===== config.mk =====
export PLATFORM = sky130hd
export DESIGN_NAME = flp_fault_latch
export DESIGN_NICKNAME = d
export VERILOG_FILES = /design/src/verilog/flp_pkg.sv /design/src/verilog/flp_fault_latch.sv
export SDC_FILE = /design/constraint.sdc
export NUM_CORES = 1
export LEC_CHECK = 0
export ABC_AREA = 1
export BUFFER_PORTS_ARGS = -buffer_cell sky130_fd_sc_hd__buf_2
export CELL_PAD_IN_SITES_DETAIL_PLACEMENT = 1
export CELL_PAD_IN_SITES_GLOBAL_PLACEMENT = 2
export CORE_AREA = 2 2 83 85
export CTS_CLUSTER_DIAMETER = 80
export DETAILED_ROUTE_END_ITERATION = 16
export DIE_AREA = 0 0 85 87
export PLACE_DENSITY_LB_ADDON = 0.1
export SETUP_SLACK_MARGIN = 0.4
export SLEW_MARGIN = 20
export SYNTH_ARGS = -nofsm -noshare
export SYNTH_HDL_FRONTEND = slang
export SYNTH_SLANG_ARGS = --single-unit

===== constraint.sdc =====
create_clock -name clock -period 1.69 [get_ports clock]
set_clock_uncertainty 0.1 [all_clocks]
set_input_delay 0.338 -clock clock [delete_from_list [all_inputs] [get_ports clock]]
set_output_delay 0.338 -clock clock [all_outputs]
set_load 0.05 [all_outputs]

===== src/verilog/flp_pkg.sv =====
package flp_pkg;

  // ==========================================================
  // Timing
  // ==========================================================
  localparam int CLK_FREQ_HZ      = 25_000_000;
  localparam int MIN_PULSE_NS     = 2000;
  localparam int CLK_PERIOD_NS    = 1_000_000_000 / CLK_FREQ_HZ;
  // Least time: round up
  localparam int MIN_PULSE_CYC    =
    (MIN_PULSE_NS + CLK_PERIOD_NS - 1) / CLK_PERIOD_NS;
  localparam int FILT_W           = 6;
  localparam logic [FILT_W-1:0] FILT_DONE =
    FILT_W'(MIN_PULSE_CYC);

  // ==========================================================
  // Consecutive drive pulse count
  // ==========================================================
  localparam int CNT_W            = 3;
  localparam logic [CNT_W-1:0] LATCH_COUNT = 3'h4;
  localparam logic [CNT_W-1:0] CNT_RESET   = 3'h0;

  // ==========================================================
  // Sequencer states
  // ==========================================================
  typedef enum logic [2:0] {
    FLP_OFF     = 3'b000,
    FLP_SSTART  = 3'b001,
    FLP_RUN     = 3'b010,
    FLP_LATCHED = 3'b011,
    FLP_TSD     = 3'b100
  } flp_state_t;

endpackage : flp_pkg


===== src/verilog/flp_fault_latch.sv =====
`timescale 1ns/1ps
`default_nettype none

module flp_fault_latch
  import flp_pkg::*;
(
  input  wire logic clock,
  input  wire logic rst_n,
  input  wire logic clk_en,
  input  wire logic vcc_on,
  input  wire logic vcc_reset,
  input  wire logic soft_start_done,
  input  wire logic brownout_enabled,
  input  wire logic brownout_not_ok,
  input  wire logic upper_fault_level,
  input  wire logic lower_fault_level,
  input  wire logic fault_input_enable_level,
  input  wire logic thermal_trip_level,
  input  wire logic thermal_trip_hysteresis,
  input  wire logic drive_clock,
  output logic      drive_enable,
  output logic      hiccup_request,
  output logic      thermistor_bias_source,
  output logic      fault_input_active,
  output logic      fault_latched,
  output logic      thermal_shutdown
);
  import flp_pkg::*;

  // ==========================================================
  // Reset release and input synchronisers
  // ==========================================================
  localparam int NIN = 11;
  logic [1:0]     rst_sync_q;
  logic           rst_int_n;
  logic [NIN-1:0] in_raw;
  logic [NIN-1:0] meta_q;
  logic [NIN-1:0] sync_q;

  always_ff @(posedge clock or negedge rst_n) begin
    if (!rst_n) begin
      rst_sync_q <= 2'h0;
    end else begin
      rst_sync_q <= {rst_sync_q[0], 1'b1};
    end
  end
  assign rst_int_n = rst_sync_q[1];

  assign in_raw = {vcc_on, vcc_reset, soft_start_done, brownout_enabled,
                   brownout_not_ok, upper_fault_level, lower_fault_level,
                   fault_input_enable_level, thermal_trip_level,
                   thermal_trip_hysteresis, drive_clock};

  genvar gi;
  generate
    for (gi = 0; gi < NIN; gi++) begin : g_sync
      always_ff @(posedge clock or negedge rst_int_n) begin
        if (!rst_int_n) begin
          meta_q[gi] <= 1'b0;
          sync_q[gi] <= 1'b0;
        end else if (clk_en) begin
          meta_q[gi] <= in_raw[gi];
          sync_q[gi] <= meta_q[gi];
        end
      end
    end
  endgenerate

  logic s_vcc_on, s_vcc_rst, s_ss_done, s_bo_en, s_brownout_not_ok;
  logic s_upper, s_lower, s_en_lvl, s_hot, s_cool, s_drv;
  assign {s_vcc_on, s_vcc_rst, s_ss_done, s_bo_en, s_brownout_not_ok, s_upper,
          s_lower, s_en_lvl, s_hot, s_cool, s_drv} = sync_q;

  // ==========================================================
  // Start event, drive pulse edge
  // ==========================================================
  logic vcc_on_q, drv_q;
  logic start_evt, drv_rise, release_evt;

  always_ff @(posedge clock or negedge rst_int_n) begin
    if (!rst_int_n) begin
      vcc_on_q <= 1'b0;
      drv_q    <= 1'b0;
    end else if (clk_en) begin
      vcc_on_q <= s_vcc_on;
      drv_q    <= s_drv;
    end
  end
  assign start_evt = s_vcc_on && !vcc_on_q;
  assign drv_rise  = s_drv && !drv_q;
  // Brown-out release only when that sensing is on
  assign release_evt = s_bo_en ? (s_brownout_not_ok || s_vcc_rst) : s_vcc_rst;

  // ==========================================================
  // Sequencer state
  // ==========================================================
  flp_state_t state_q;
  logic       fin_en_q;
  logic       fault_evt, latch_req, ot_mask;
  logic [CNT_W-1:0] cnt_q;

  // Fault pin sampled at the start crossing
  always_ff @(posedge clock or negedge rst_int_n) begin
    if (!rst_int_n) begin
      fin_en_q <= 1'b0;
    end else if (clk_en) begin
      if (s_vcc_rst) begin
        fin_en_q <= 1'b0;
      end else if (start_evt) begin
        fin_en_q <= s_en_lvl;
      end
    end
  end

  always_ff @(posedge clock or negedge rst_int_n) begin
    if (!rst_int_n) begin
      state_q <= FLP_OFF;
    end else if (clk_en) begin
      unique case (state_q)
        FLP_OFF: begin
          if (start_evt && !s_hot) begin
            state_q <= FLP_SSTART;
          end
        end
        FLP_SSTART, FLP_RUN: begin
          if (s_vcc_rst) begin
            state_q <= FLP_OFF;
          end else if (s_hot) begin
            state_q <= FLP_TSD;
          end else if (latch_req) begin
            state_q <= FLP_LATCHED;
          end else if (state_q == FLP_SSTART && s_ss_done) begin
            state_q <= FLP_RUN;
          end
        end
        FLP_LATCHED: begin
          if (release_evt) begin
            state_q <= FLP_OFF;
          end
        end
        FLP_TSD: begin
          if (s_vcc_rst) begin
            state_q <= FLP_OFF;
          end else if (start_evt && s_cool && !s_hot) begin
            state_q <= FLP_SSTART;
          end
        end
        default: state_q <= FLP_OFF;
      endcase
    end
  end

  // ==========================================================
  // Minimum width filters
  // ==========================================================
  logic [FILT_W-1:0] ov_cnt_q, ot_cnt_q;
  logic              ov_valid, ot_valid;

  assign ot_mask = (state_q == FLP_SSTART);

  always_ff @(posedge clock or negedge rst_int_n) begin
    if (!rst_int_n) begin
      ov_cnt_q <= '0;
    end else if (clk_en) begin
      if (!s_upper || !fin_en_q) begin
        ov_cnt_q <= '0;
      end else if (ov_cnt_q != FILT_DONE) begin
        ov_cnt_q <= ov_cnt_q + 1'b1;
      end
    end
  end

  always_ff @(posedge clock or negedge rst_int_n) begin
    if (!rst_int_n) begin
      ot_cnt_q <= '0;
    end else if (clk_en) begin
      if (!s_lower || !fin_en_q || ot_mask) begin
        ot_cnt_q <= '0;
      end else if (ot_cnt_q != FILT_DONE) begin
        ot_cnt_q <= ot_cnt_q + 1'b1;
      end
    end
  end

  assign ov_valid  = (ov_cnt_q == FILT_DONE);
  assign ot_valid  = (ot_cnt_q == FILT_DONE);
  assign fault_evt = fin_en_q && (ov_valid || ot_valid);

  // ==========================================================
  // Consecutive drive pulse counter
  // ==========================================================
  logic running;
  assign running = (state_q == FLP_SSTART) || (state_q == FLP_RUN);

  always_ff @(posedge clock or negedge rst_int_n) begin
    if (!rst_int_n) begin
      cnt_q <= CNT_RESET;
    end else if (clk_en) begin
      if (s_vcc_rst || !running) begin
        cnt_q <= CNT_RESET;
      end else if (drv_rise) begin
        if (fault_evt) begin
          cnt_q <= cnt_q + 1'b1;
        end else begin
          cnt_q <= CNT_RESET;
        end
      end
    end
  end
  assign latch_req = drv_rise && fault_evt &&
                     (cnt_q == LATCH_COUNT - 3'h1);

  // ==========================================================
  // Outputs
  // ==========================================================
  always_ff @(posedge clock or negedge rst_int_n) begin
    if (!rst_int_n) begin
      thermistor_bias_source <= 1'b0;
    end else if (clk_en) begin
      if (s_vcc_rst) begin
        thermistor_bias_source <= 1'b0;
      end else if (start_evt) begin
        thermistor_bias_source <= 1'b1;
      end
    end
  end

  // Drive stops in the same cycle the latch decision is made
  assign drive_enable   = running && !latch_req && !s_hot;
  assign hiccup_request = (state_q == FLP_LATCHED) ||
                          (state_q == FLP_TSD);
  assign fault_latched      = (state_q == FLP_LATCHED);
  assign thermal_shutdown   = (state_q == FLP_TSD);
  assign fault_input_active = fin_en_q;
endmodule : flp_fault_latch

`default_nettype wire


# Yosys cells after proc, flatten, opt, wreduce, memory -nomap -nowiden
# Cells that the tools add are included.
totals:
  input_bits: 14
  output_inout_bits: 6
  elab_cells: 106
  regBits: 46
classes:
  muxes: 21
  n_reduce_logical: 38
  add_sub_neg: 3
  eq_ne: 13
ops:
  columns: ["cell", "n"]
  rows:
  - ["$mux 3", 11]
  - ["$mux 6", 4]
  - ["$add 6x1->6 const B", 2]
  - ["$eq 6x6->1 const B", 2]
  - ["$ne 6x6->1 const B", 2]
  - ["$pmux 3 s4", 1]
  - ["$logic_and 1x1->1", 11]
  - ["$eq 3x2->1 const B", 3]
  - ["$logic_not 1->1", 8]
  - ["$logic_or 1x1->1", 8]
  - ["$reduce_and 2->1", 4]
  - ["$reduce_bool 2->1", 4]
  - ["$mux 1", 5]
  - ["$ne 5x5->1 const B", 1]
  - ["$reduce_and 5->1", 1]
  - ["$add 3x1->3 const B", 1]
  - ["$eq 3x1->1 const B", 1]
  - ["$eq 3x3->1 const B", 1]
  - ["$logic_not 3->1", 1]
  - ["$ne 3x1->1 const B", 1]
  - ["$ne 2x1->1 const B", 1]
  - ["$ne 2x2->1 const B", 1]
  - ["$reduce_or 2->1", 1]

# Logic depth before layout (Yosys ltp)
# Gate-level depths: netlist (run 1).
depth:
  word_depth: 9
  ltp_mapped: 12
  depth_no_buf: 12

# Worst setup path after synthesis (run 1)
# No wires, ideal clock.
synth_path:
  kind: "register to output"
  from: "register state_q[0]"
  to: "output hiccup_request"
  stages_incl_launch_ff: 4
  slack_ns: -0.301
  t_arrival_ns: 1.553
  path_buffers: 0
  required_time_ns: 1.252
  cell_sequence: "dfrtp_1 -> nand2_1 -> nor2_1 -> or2_2"
synth_via:
  elab_chain_len: 2
  elab_cells_between_ends: 3
  cone_classes: "eq/ne: 2; reduce/logical: 1"
synth_lines:
  columns: ["element", "line_no", "text"]
  rows:
  - ["start, declared", "flp_fault_latch.sv:97", "flp_state_t state_q;"]
  - ["start signal, assigned", "flp_fault_latch.sv:117", "state_q <= FLP_OFF;"]
  - ["start signal, assigned", "flp_fault_latch.sv:122", "state_q <= FLP_SSTART;"]
  - ["start signal, assigned", "flp_fault_latch.sv:127", "state_q <= FLP_OFF;"]
  - ["$eq 3x2->1", null, null]
  - ["net fault_latched", "flp_fault_latch.sv:25", "output logic fault_latched,"]
  - ["$logic_or 1x1->1", "flp_fault_latch.sv:230", "assign hiccup_request = (state_q == FLP_LATCHED) ||"]
  - ["end, declared", "flp_fault_latch.sv:22", "output logic hiccup_request,"]
# The timed path passes the listed nets, and every way through them passes these cells.

# Worst setup path after layout (run 1)
layout_path:
  from: "register ot_cnt_q[0]"
  to: "output drive_enable"
layout_via:
  elab_chain_len: 8
layout_lines:
  columns: ["element", "line_no", "text"]
  rows:
  - ["start, declared", "flp_fault_latch.sv:156", "logic [FILT_W-1:0] ov_cnt_q, ot_cnt_q;"]
  - ["start signal, assigned", "flp_fault_latch.sv:180", "ot_cnt_q <= ot_cnt_q + 1'b1;"]
  - ["$eq 6x6->1", "flp_fault_latch.sv:186", "assign ot_valid = (ot_cnt_q == FILT_DONE);"]
  - ["$logic_or 1x1->1", "flp_fault_latch.sv:187", "assign fault_evt = fin_en_q && (ov_valid || ot_valid);"]
  - ["$logic_and 1x1->1", "flp_fault_latch.sv:187", null]
  - ["$logic_and 1x1->1 (2 in series)", "flp_fault_latch.sv:210", "assign latch_req = drv_rise && fault_evt &&"]
  - ["$logic_not 1->1", "flp_fault_latch.sv:229", "assign drive_enable = running && !latch_req && !s_hot;"]
  - ["$logic_and 1x1->1 (2 in series)", "flp_fault_latch.sv:229", null]
  - ["end, declared", "flp_fault_latch.sv:21", "output logic drive_enable,"]
# Every way passes these cells.

==> impl_metrics.yaml, run 1 <==
floorplanning:
  die_area_um2: 7400
  pin_count: 20
  overall_die_width_um: 85
  die_y_um: 87
  coreArea_um2: 6570
  floorplan.initialDensity_pct: 33.5
  std_cell_rows: 30
yosys:
  synth_common_cells: "sky130_fd_sc_hd__nand2_1, sky130_fd_sc_hd__dfrtp_1, sky130_fd_sc_hd__inv_1, sky130_fd_sc_hd__nor2_1"
  yosys-top-cells-area: "sky130_fd_sc_hd__dfrtp_1, sky130_fd_sc_hd__nand2_1, sky130_fd_sc_hd__inv_1"
  number_of_flops_mapped_to_enable_cells_by_yosys: 0
  async_reset_ff_share_pct: 100
  ys_seq_elements: 46
  post_synth.cell_area_avg_um2: 8.18
  yosysMostFrequentCell: "sky130_fd_sc_hd__nand2_1"
  synth_top_family_by_area: "simple AND/OR/NAND/NOR gates"
  synth.yosys.seq_area_share_pct: 52.3
  yosys.area_share.xor_xnor_pct: 1.59
  unique_masters_post_synth: 28
  synth_fp_nets: 289
  synth-main-ff-cell: "sky130_fd_sc_hd__dfrtp_1"
  post_synth_and_or_nand_nor_area_fraction_pct: 28.3
  synthAdderAreaFrac_pct: 3.41
  synth_mux_area_share_pct: 0
  synth_compound_gate_area_share_pct: 8.02
  post_synth_instance_area_um2: 2200
  post-synth-top-area-fraction_pct: 52.3
  gate_count_of_the_mapped_netlist: 269
  yosys_warnings: 0
  yosysTopAreaCell: "sky130_fd_sc_hd__dfrtp_1"
sta:
  hold_slack_ns: 0.132
  min_period_ns: 2.04
  hold_viol_final: 0
  setup_repair_after_global_routing_missed_its_margin: "yes"
  final_slew_viol_count: 0
  period_share_pct: 121
  final.setup.worst_slack_ns: -0.349
  maxClockFrequency_ghz: 0.491
  setup-violations-final: 3
place:
  place.detailed.hpwl_um: 3660
  finalWeightedCongestion: 0.745
  number_of_cells_after_detailed_placement: 386
  post-place-ws_ns: -0.0954
  io_buffer_count: 19
final_layout:
  final.fill_count: 769
  diodes: 0
  drive_above_1_share_pct: 40.4
  layoutNonFillerInstCount: 417
  utilization_pct: 48.9
  final_net_count: 356
  syn2layout_area_growth_pct: 46.1
drt:
  drc_errors: 0
  drt_pass1_iterations: 4
  post_drt_via_cell_ratio: 4.57
  dr.first_iter.drc_count: 65
  wl_per_cell_um: 12.8
  detail_route.wirelength_um: 5340
  routed-via-count: 1904
  remaining_antenna_violation_count: 0
grt:
  grt_pass1_vias: 2019
  grtUsageTotal_pct: 15.7
  grt_overflow_total: 0
  grt_max_degree: 25
  global_route_wire_length_before_repair_um: 9290
  antenna_found_initial: 0
clock_tree:
  cts.clk_slew.worst_paths_ns: 0.09
  clock_tree.htree_level_count: 2
  worst_skew_pair.late_latency_ns: 0.30
  clk_root_buffer_cell: "sky130_fd_sc_hd__clkbuf_8"
  cts_buffer_depth: 2
  cts_tree: "yes"
  cts_sinks: 46
  numCtsBuffers: 5
status:
  violations_in_the_final_reports: "negative setup slack"
  run_status: "complete, but fails checks"
hold_path:
  hold_class: "register to asynchronous set/reset pin"
setup_path:
  crit_path_max_fanout: 2
  timing.critical_path.arrival_ns: 1.60
  r2r_path_start: "state_q[1]"
  end_kind: "output port"
  reg2reg_slack_ns: 0.07
  crit_reg_reg_endpoint: "ot_cnt_q[5]"
  crit_path_start_kind: "register"
  crit_required_ns: 1.25
  critical_path_class: "register to output port"
  r2r.worst_path.cells: 10
power_and_ir_drop:
  powerDensity_nw_per_um2: 1140
  max-vdd-ir-drop_mv: 1.14
  leak_pwr_nw: 1.55
flow_run:
  drv.max_cap_violation_count: 0
## registers in the layout, indices dropped and copies added, names as in the netlist, 2 cells and up
| signal | flops |
|---|---|
| meta_q | 11 |
| state_q | 3 |
| rst_sync_q | 2 |
| ot_cnt_q | 6 |
| cnt_q | 3 |
| ov_cnt_q | 6 |
## layout make-up
class | instances | area [um2] | share of cell area [%]
Clock buffer | 6 | 72.6 | 2.26
Clock inverter | 2 | 37.5 | 1.17
Inverter | 31 | 126 | 3.93
Multi-Input combinational cell | 188 | 1180 | 36.7
Sequential cell | 46 | 1150 | 35.9
Tap cell | 80 | 100 | 3.11
Timing Repair Buffer | 64 | 543 | 16.9
## power by group
part / total [mW] / switching, mW / internal (mW)
combinational: 1.53 / 0.862 / 0.670
clock: 0.816 / 0.375 / 0.442
sequential: 1.32 / 0.100 / 1.22
## logic make-up after synthesis
| kind of cell | after synthesis |
|---|---|
| AND/OR/NAND/NOR | 145 |
| flip-flops | 46 |
| buffers and inverters | 36 |
| AO/OA/AOI/OAI | 31 |
| adder cells (fa/ha/maj) | 6 |
| XOR/XNOR | 4 |
| other | 1 |
## critical path, cell delays in order, from the launching register on
cell and delay, ns:
sky130_fd_sc_hd__dfrtp_1 0.40, sky130_fd_sc_hd__inv_2 0.09, sky130_fd_sc_hd__ha_4 0.13, sky130_fd_sc_hd__nand2_2 0.04
sky130_fd_sc_hd__nor2_2 0.08, sky130_fd_sc_hd__nand2_2 0.08, sky130_fd_sc_hd__nand2_2 0.08, sky130_fd_sc_hd__nand3_2 0.08
sky130_fd_sc_hd__nand3_2 0.08, sky130_fd_sc_hd__clkinvlp_4 0.09, sky130_fd_sc_hd__buf_8 0.15
## per-stage QoR
step	instance area (um2)	power, mW	TNS [ns]
after floorplan	2230	2.03	0
after global placement	2580	2.28	-0.0639
after detailed placement	2580	2.30	-0.0954
after CTS	2960	3.39	-0.500
after global routing	3210	3.90	-0.997
final	3210	3.67	-0.522
## metal layers
layer / vias up / global-route usage [%] / part of all wire, %
met5: - / 0 / 0
met4: 0 / 4.76 / 1.1
met3: 5 / 2.27 / 2.2
met2: 21 / 26.8 / 49
met1: 903 / 20.7 / 48
li1: 975 / - / -
## worst max path at each step
stage / start / endpoint / depth (start not counted)
2_1_floorplan: ot_cnt_q[0] / drive_enable / 9
3_3_place_gp: ot_cnt_q[0] / drive_enable / 10
3_5_place_dp: ot_cnt_q[0] / drive_enable / 10
4_1_cts: ot_cnt_q[0] / drive_enable / 10
5_1_grt: ot_cnt_q[0] / drive_enable / 10
6_report: ot_cnt_q[0] / drive_enable / 10
## cells in the final DEF, fill, tap and decap left out, types with 7 or more instances in the layout
master                    count
sky130_fd_sc_hd__inv_2        8
sky130_fd_sc_hd__nand2_1     85
sky130_fd_sc_hd__nand2_2      9
sky130_fd_sc_hd__buf_6       14
sky130_fd_sc_hd__buf_4       31
sky130_fd_sc_hd__buf_2       12
sky130_fd_sc_hd__nor2_2       8
sky130_fd_sc_hd__o21ai_0      9
sky130_fd_sc_hd__o21ai_1     10
sky130_fd_sc_hd__nor2_1       7
sky130_fd_sc_hd__dfrtp_1     43
sky130_fd_sc_hd__inv_1       20
## repair_timing
action / in CTS / in global routing
endpoints found under the setup margin: 24 / 38
resized for setup: 50 / 48
cloned: 1 / 0
hold buffers: 1 / 0
hold endpoints to repair: 2 / 0
buffers inserted: 11 / 10
pin swaps: 14 / 23
Note: power is estimated with default switching activity, not from simulation.
==> inputs of run 2 (changes only) <==
--- a/config.mk
+++ b/config.mk
@@ -14,6 +14,7 @@
 export DETAILED_ROUTE_END_ITERATION = 16
 export DIE_AREA = 0 0 85 87
 export PLACE_DENSITY_LB_ADDON = 0.1
+export RECOVER_POWER = 100
 export SETUP_SLACK_MARGIN = 0.4
 export SLEW_MARGIN = 20
 export SYNTH_ARGS = -nofsm -noshare
==> run 2 against run 1 <==
Effect of this change:
- the flow still finishes with violations (negative setup slack)
- maximum frequency about the same
- sequential cell count did not move
- critical endpoint unchanged
- critical path depth did not move
- highest routed layer unchanged
==> impl_metrics.yaml, run 2 (synthesis gave the netlist of run 1 again) <==
final_layout:
  syn2layout_area_growth_pct: 43.2
  drive_above_1_share_pct: 37.4
  diodes: 0
  stdcell_area_um2: 3150
  final_cell_mix: "sky130_fd_sc_hd__nand2_1, sky130_fd_sc_hd__dfrtp_1, sky130_fd_sc_hd__buf_4, sky130_fd_sc_hd__inv_1, sky130_fd_sc_hd__buf_6"
  max_reg_flops: 11
  final_net_count: 356
  top_regs: "meta_q (11), ot_cnt_q (6), ov_cnt_q (6)"
  max_flop_register: "meta_q"
  layout.cells.most_common: "sky130_fd_sc_hd__nand2_1"
grt:
  grtUsageTotal_pct: 15.7
  antenna_found_initial: 0
  grt_overflow_total: 0
  grt_max_degree: 25
  global_route_wire_length_before_repair_um: 9290
  grt_pass1_vias: 2019
power_and_ir_drop:
  net-switching-power_mw: 1.33
  seq_power_share_pct: 36.2
  max-vdd-ir-drop_mv: 1.14
  share_clk_of_total_power_pct: 22.5
  relative_contribution_of_combinational_cells_to_total_power_pct: 41.3
  powerDensity_nw_per_um2: 1150
  leak_pwr_nw: 1.52
  p_int_mw: 2.30
  power.switching_fraction_pct: 36.6
clock_tree:
  cts_buffer_depth: 2
  worst_skew_pair.late_latency_ns: 0.29
  clock_tree.htree_level_count: 2
  cts_tree: "yes"
  clk_root_buffer_cell: "sky130_fd_sc_hd__clkbuf_8"
  cts.clk_slew.worst_paths_ns: 0.09
  cts_sinks: 46
  numCtsBuffers: 5
place:
  placed_cell_area_um2: 2580
  io_buffer_count: 19
  place.detailed.hpwl_um: 3660
  finalWeightedCongestion: 0.745
  post-place-ws_ns: -0.0954
setup_path:
  crit_path_frequent_cell: "sky130_fd_sc_hd__nand2_2"
  timing.critical_path.max_delay_family: "simple AND/OR/NAND/NOR gates"
  worstPathCellList: "inv_2, ha_4, nand2_2, nor2_2, nand2_2, nand2_2, nand3_2, nand3_2, clkinvlp_4, buf_8"
  worst-path-buf-inv: 3
  cp_slowest_stage_delay_ns: 0.40
  crit_path_max_fanout: 2
  timing.critical_path.arrival_ns: 1.60
  crit_required_ns: 1.25
  cp_max_delay_cell: "sky130_fd_sc_hd__dfrtp_1"
  end_kind: "output port"
  critical_path_class: "register to output port"
  crit_path_start_kind: "register"
floorplanning:
  std_cell_rows: 30
  pin_count: 20
  die_y_um: 87
  overall_die_width_um: 85
  die_area_um2: 7400
  floorplan.initialDensity_pct: 33.5
  coreArea_um2: 6570
drt:
  dr.first_iter.drc_count: 67
  post_drt_via_cell_ratio: 4.57
  wl_per_cell_um: 12.9
  detail_route.wirelength_um: 5370
  drt_pass1_iterations: 4
  drc_errors: 0
  remaining_antenna_violation_count: 0
  routed-via-count: 1904
sta:
  hold_viol_final: 0
  max_slew_headroom_at_the_worst_pin_pct: 29.9
  setup-violations-final: 3
  min_period_ns: 2.04
  totalNegativeSetupSlack_ns: -0.582
  maxClockFrequency_ghz: 0.491
  period_share_pct: 121
  worst_pin_slew_ns: 1.05
  final_slew_viol_count: 0
  final.setup.worst_slack_ns: -0.347
  setup_repair_after_global_routing_missed_its_margin: "yes"
status:
  run_status: "complete, but fails checks"
  violations_in_the_final_reports: "negative setup slack"
hold_path:
  hold_class: "input port to register"
flow_run:
  drv.max_cap_violation_count: 0
## run 2: cell count changes in the layout (fill, tap and decap cells not counted), moves of 2 or more
cell / delta
sky130_fd_sc_hd__clkbuf_1: +4
sky130_fd_sc_hd__buf_4: -3
sky130_fd_sc_hd__clkbuf_2: +3
sky130_fd_sc_hd__nand2_1: +2
## run 2: final timing paths
check	from	endpoint	slack, ns	cells after the start
max in group asynchronous	rst_sync_q[1]	s_en_lvl	0.43	1
max	ot_cnt_q[0]	drive_enable	-0.35	10
max reg2reg	state_q[1]	ot_cnt_q[5]	0.03	10
min reg2reg	rst_sync_q[0]	rst_sync_q[1]	0.26	0
min	thermal_trip_hysteresis	meta_q[1]	0.14	3
min in group asynchronous	rst_n	rst_sync_q[0]	0.24	2
## run 2: worst register-to-register path, cell delays in order (launching register included)
cell and delay (ns):
sky130_fd_sc_hd__dfrtp_1 0.44, sky130_fd_sc_hd__inv_1 0.14, sky130_fd_sc_hd__buf_6 0.11, sky130_fd_sc_hd__buf_6 0.09
sky130_fd_sc_hd__nand3_4 0.09, sky130_fd_sc_hd__nand2_4 0.09, sky130_fd_sc_hd__nor2_4 0.06, sky130_fd_sc_hd__a21oi_4 0.23
sky130_fd_sc_hd__inv_2 0.08, sky130_fd_sc_hd__nand2_1 0.06, sky130_fd_sc_hd__o21ai_1 0.06
## run 2: stage by stage
stage / std cells / hold slack (ns) / util, % / power, mW
floorplan: 269 / -0.0576 / - / 2.03
global placement: 386 / 0.0226 / 39.2 / 2.28
detailed placement: 386 / 0.0236 / 39.2 / 2.30
CTS: 407 / 0.126 / 45.0 / 3.39
global route: 417 / 0.137 / 47.9 / 3.87
finish: 417 / 0.136 / 47.9 / 3.63
## run 2: routing by layer
layer  GRT usage [%]  wire length [um]
met1            20.7              2620
met2            26.8              2580
met3            2.27               112
met4            4.76                59
met5               0                 0
## run 2: layout make-up
cell class	count	area, um2
Clock buffer	6	72.6
Clock inverter	2	37.5
Fill cell	779	3420
Inverter	31	126
Multi-Input combinational cell	188	1150
Sequential cell	46	1150
Tap cell	80	100
Timing Repair Buffer	64	512
## run 2: what timing repair did
action,4_1_cts,5_1_grt
hold buffers,1,0
endpoints found under the hold margin,2,0
pin swaps,14,23
setup buffers,11,10
gates cloned,1,0
endpoints found under the setup margin,24,38
resized for setup,50,48
## run 2: power by group through the flow
stage | clock network (mW) | logic [mW] | registers (mW)
after floorplan | 0 | 0.666 | 1.37
after global placement | 0 | 0.966 | 1.32
after detailed placement | 0 | 0.981 | 1.32
after CTS | 0.853 | 1.24 | 1.30
after global routing | 0.896 | 1.64 | 1.33
final | 0.816 | 1.50 | 1.31
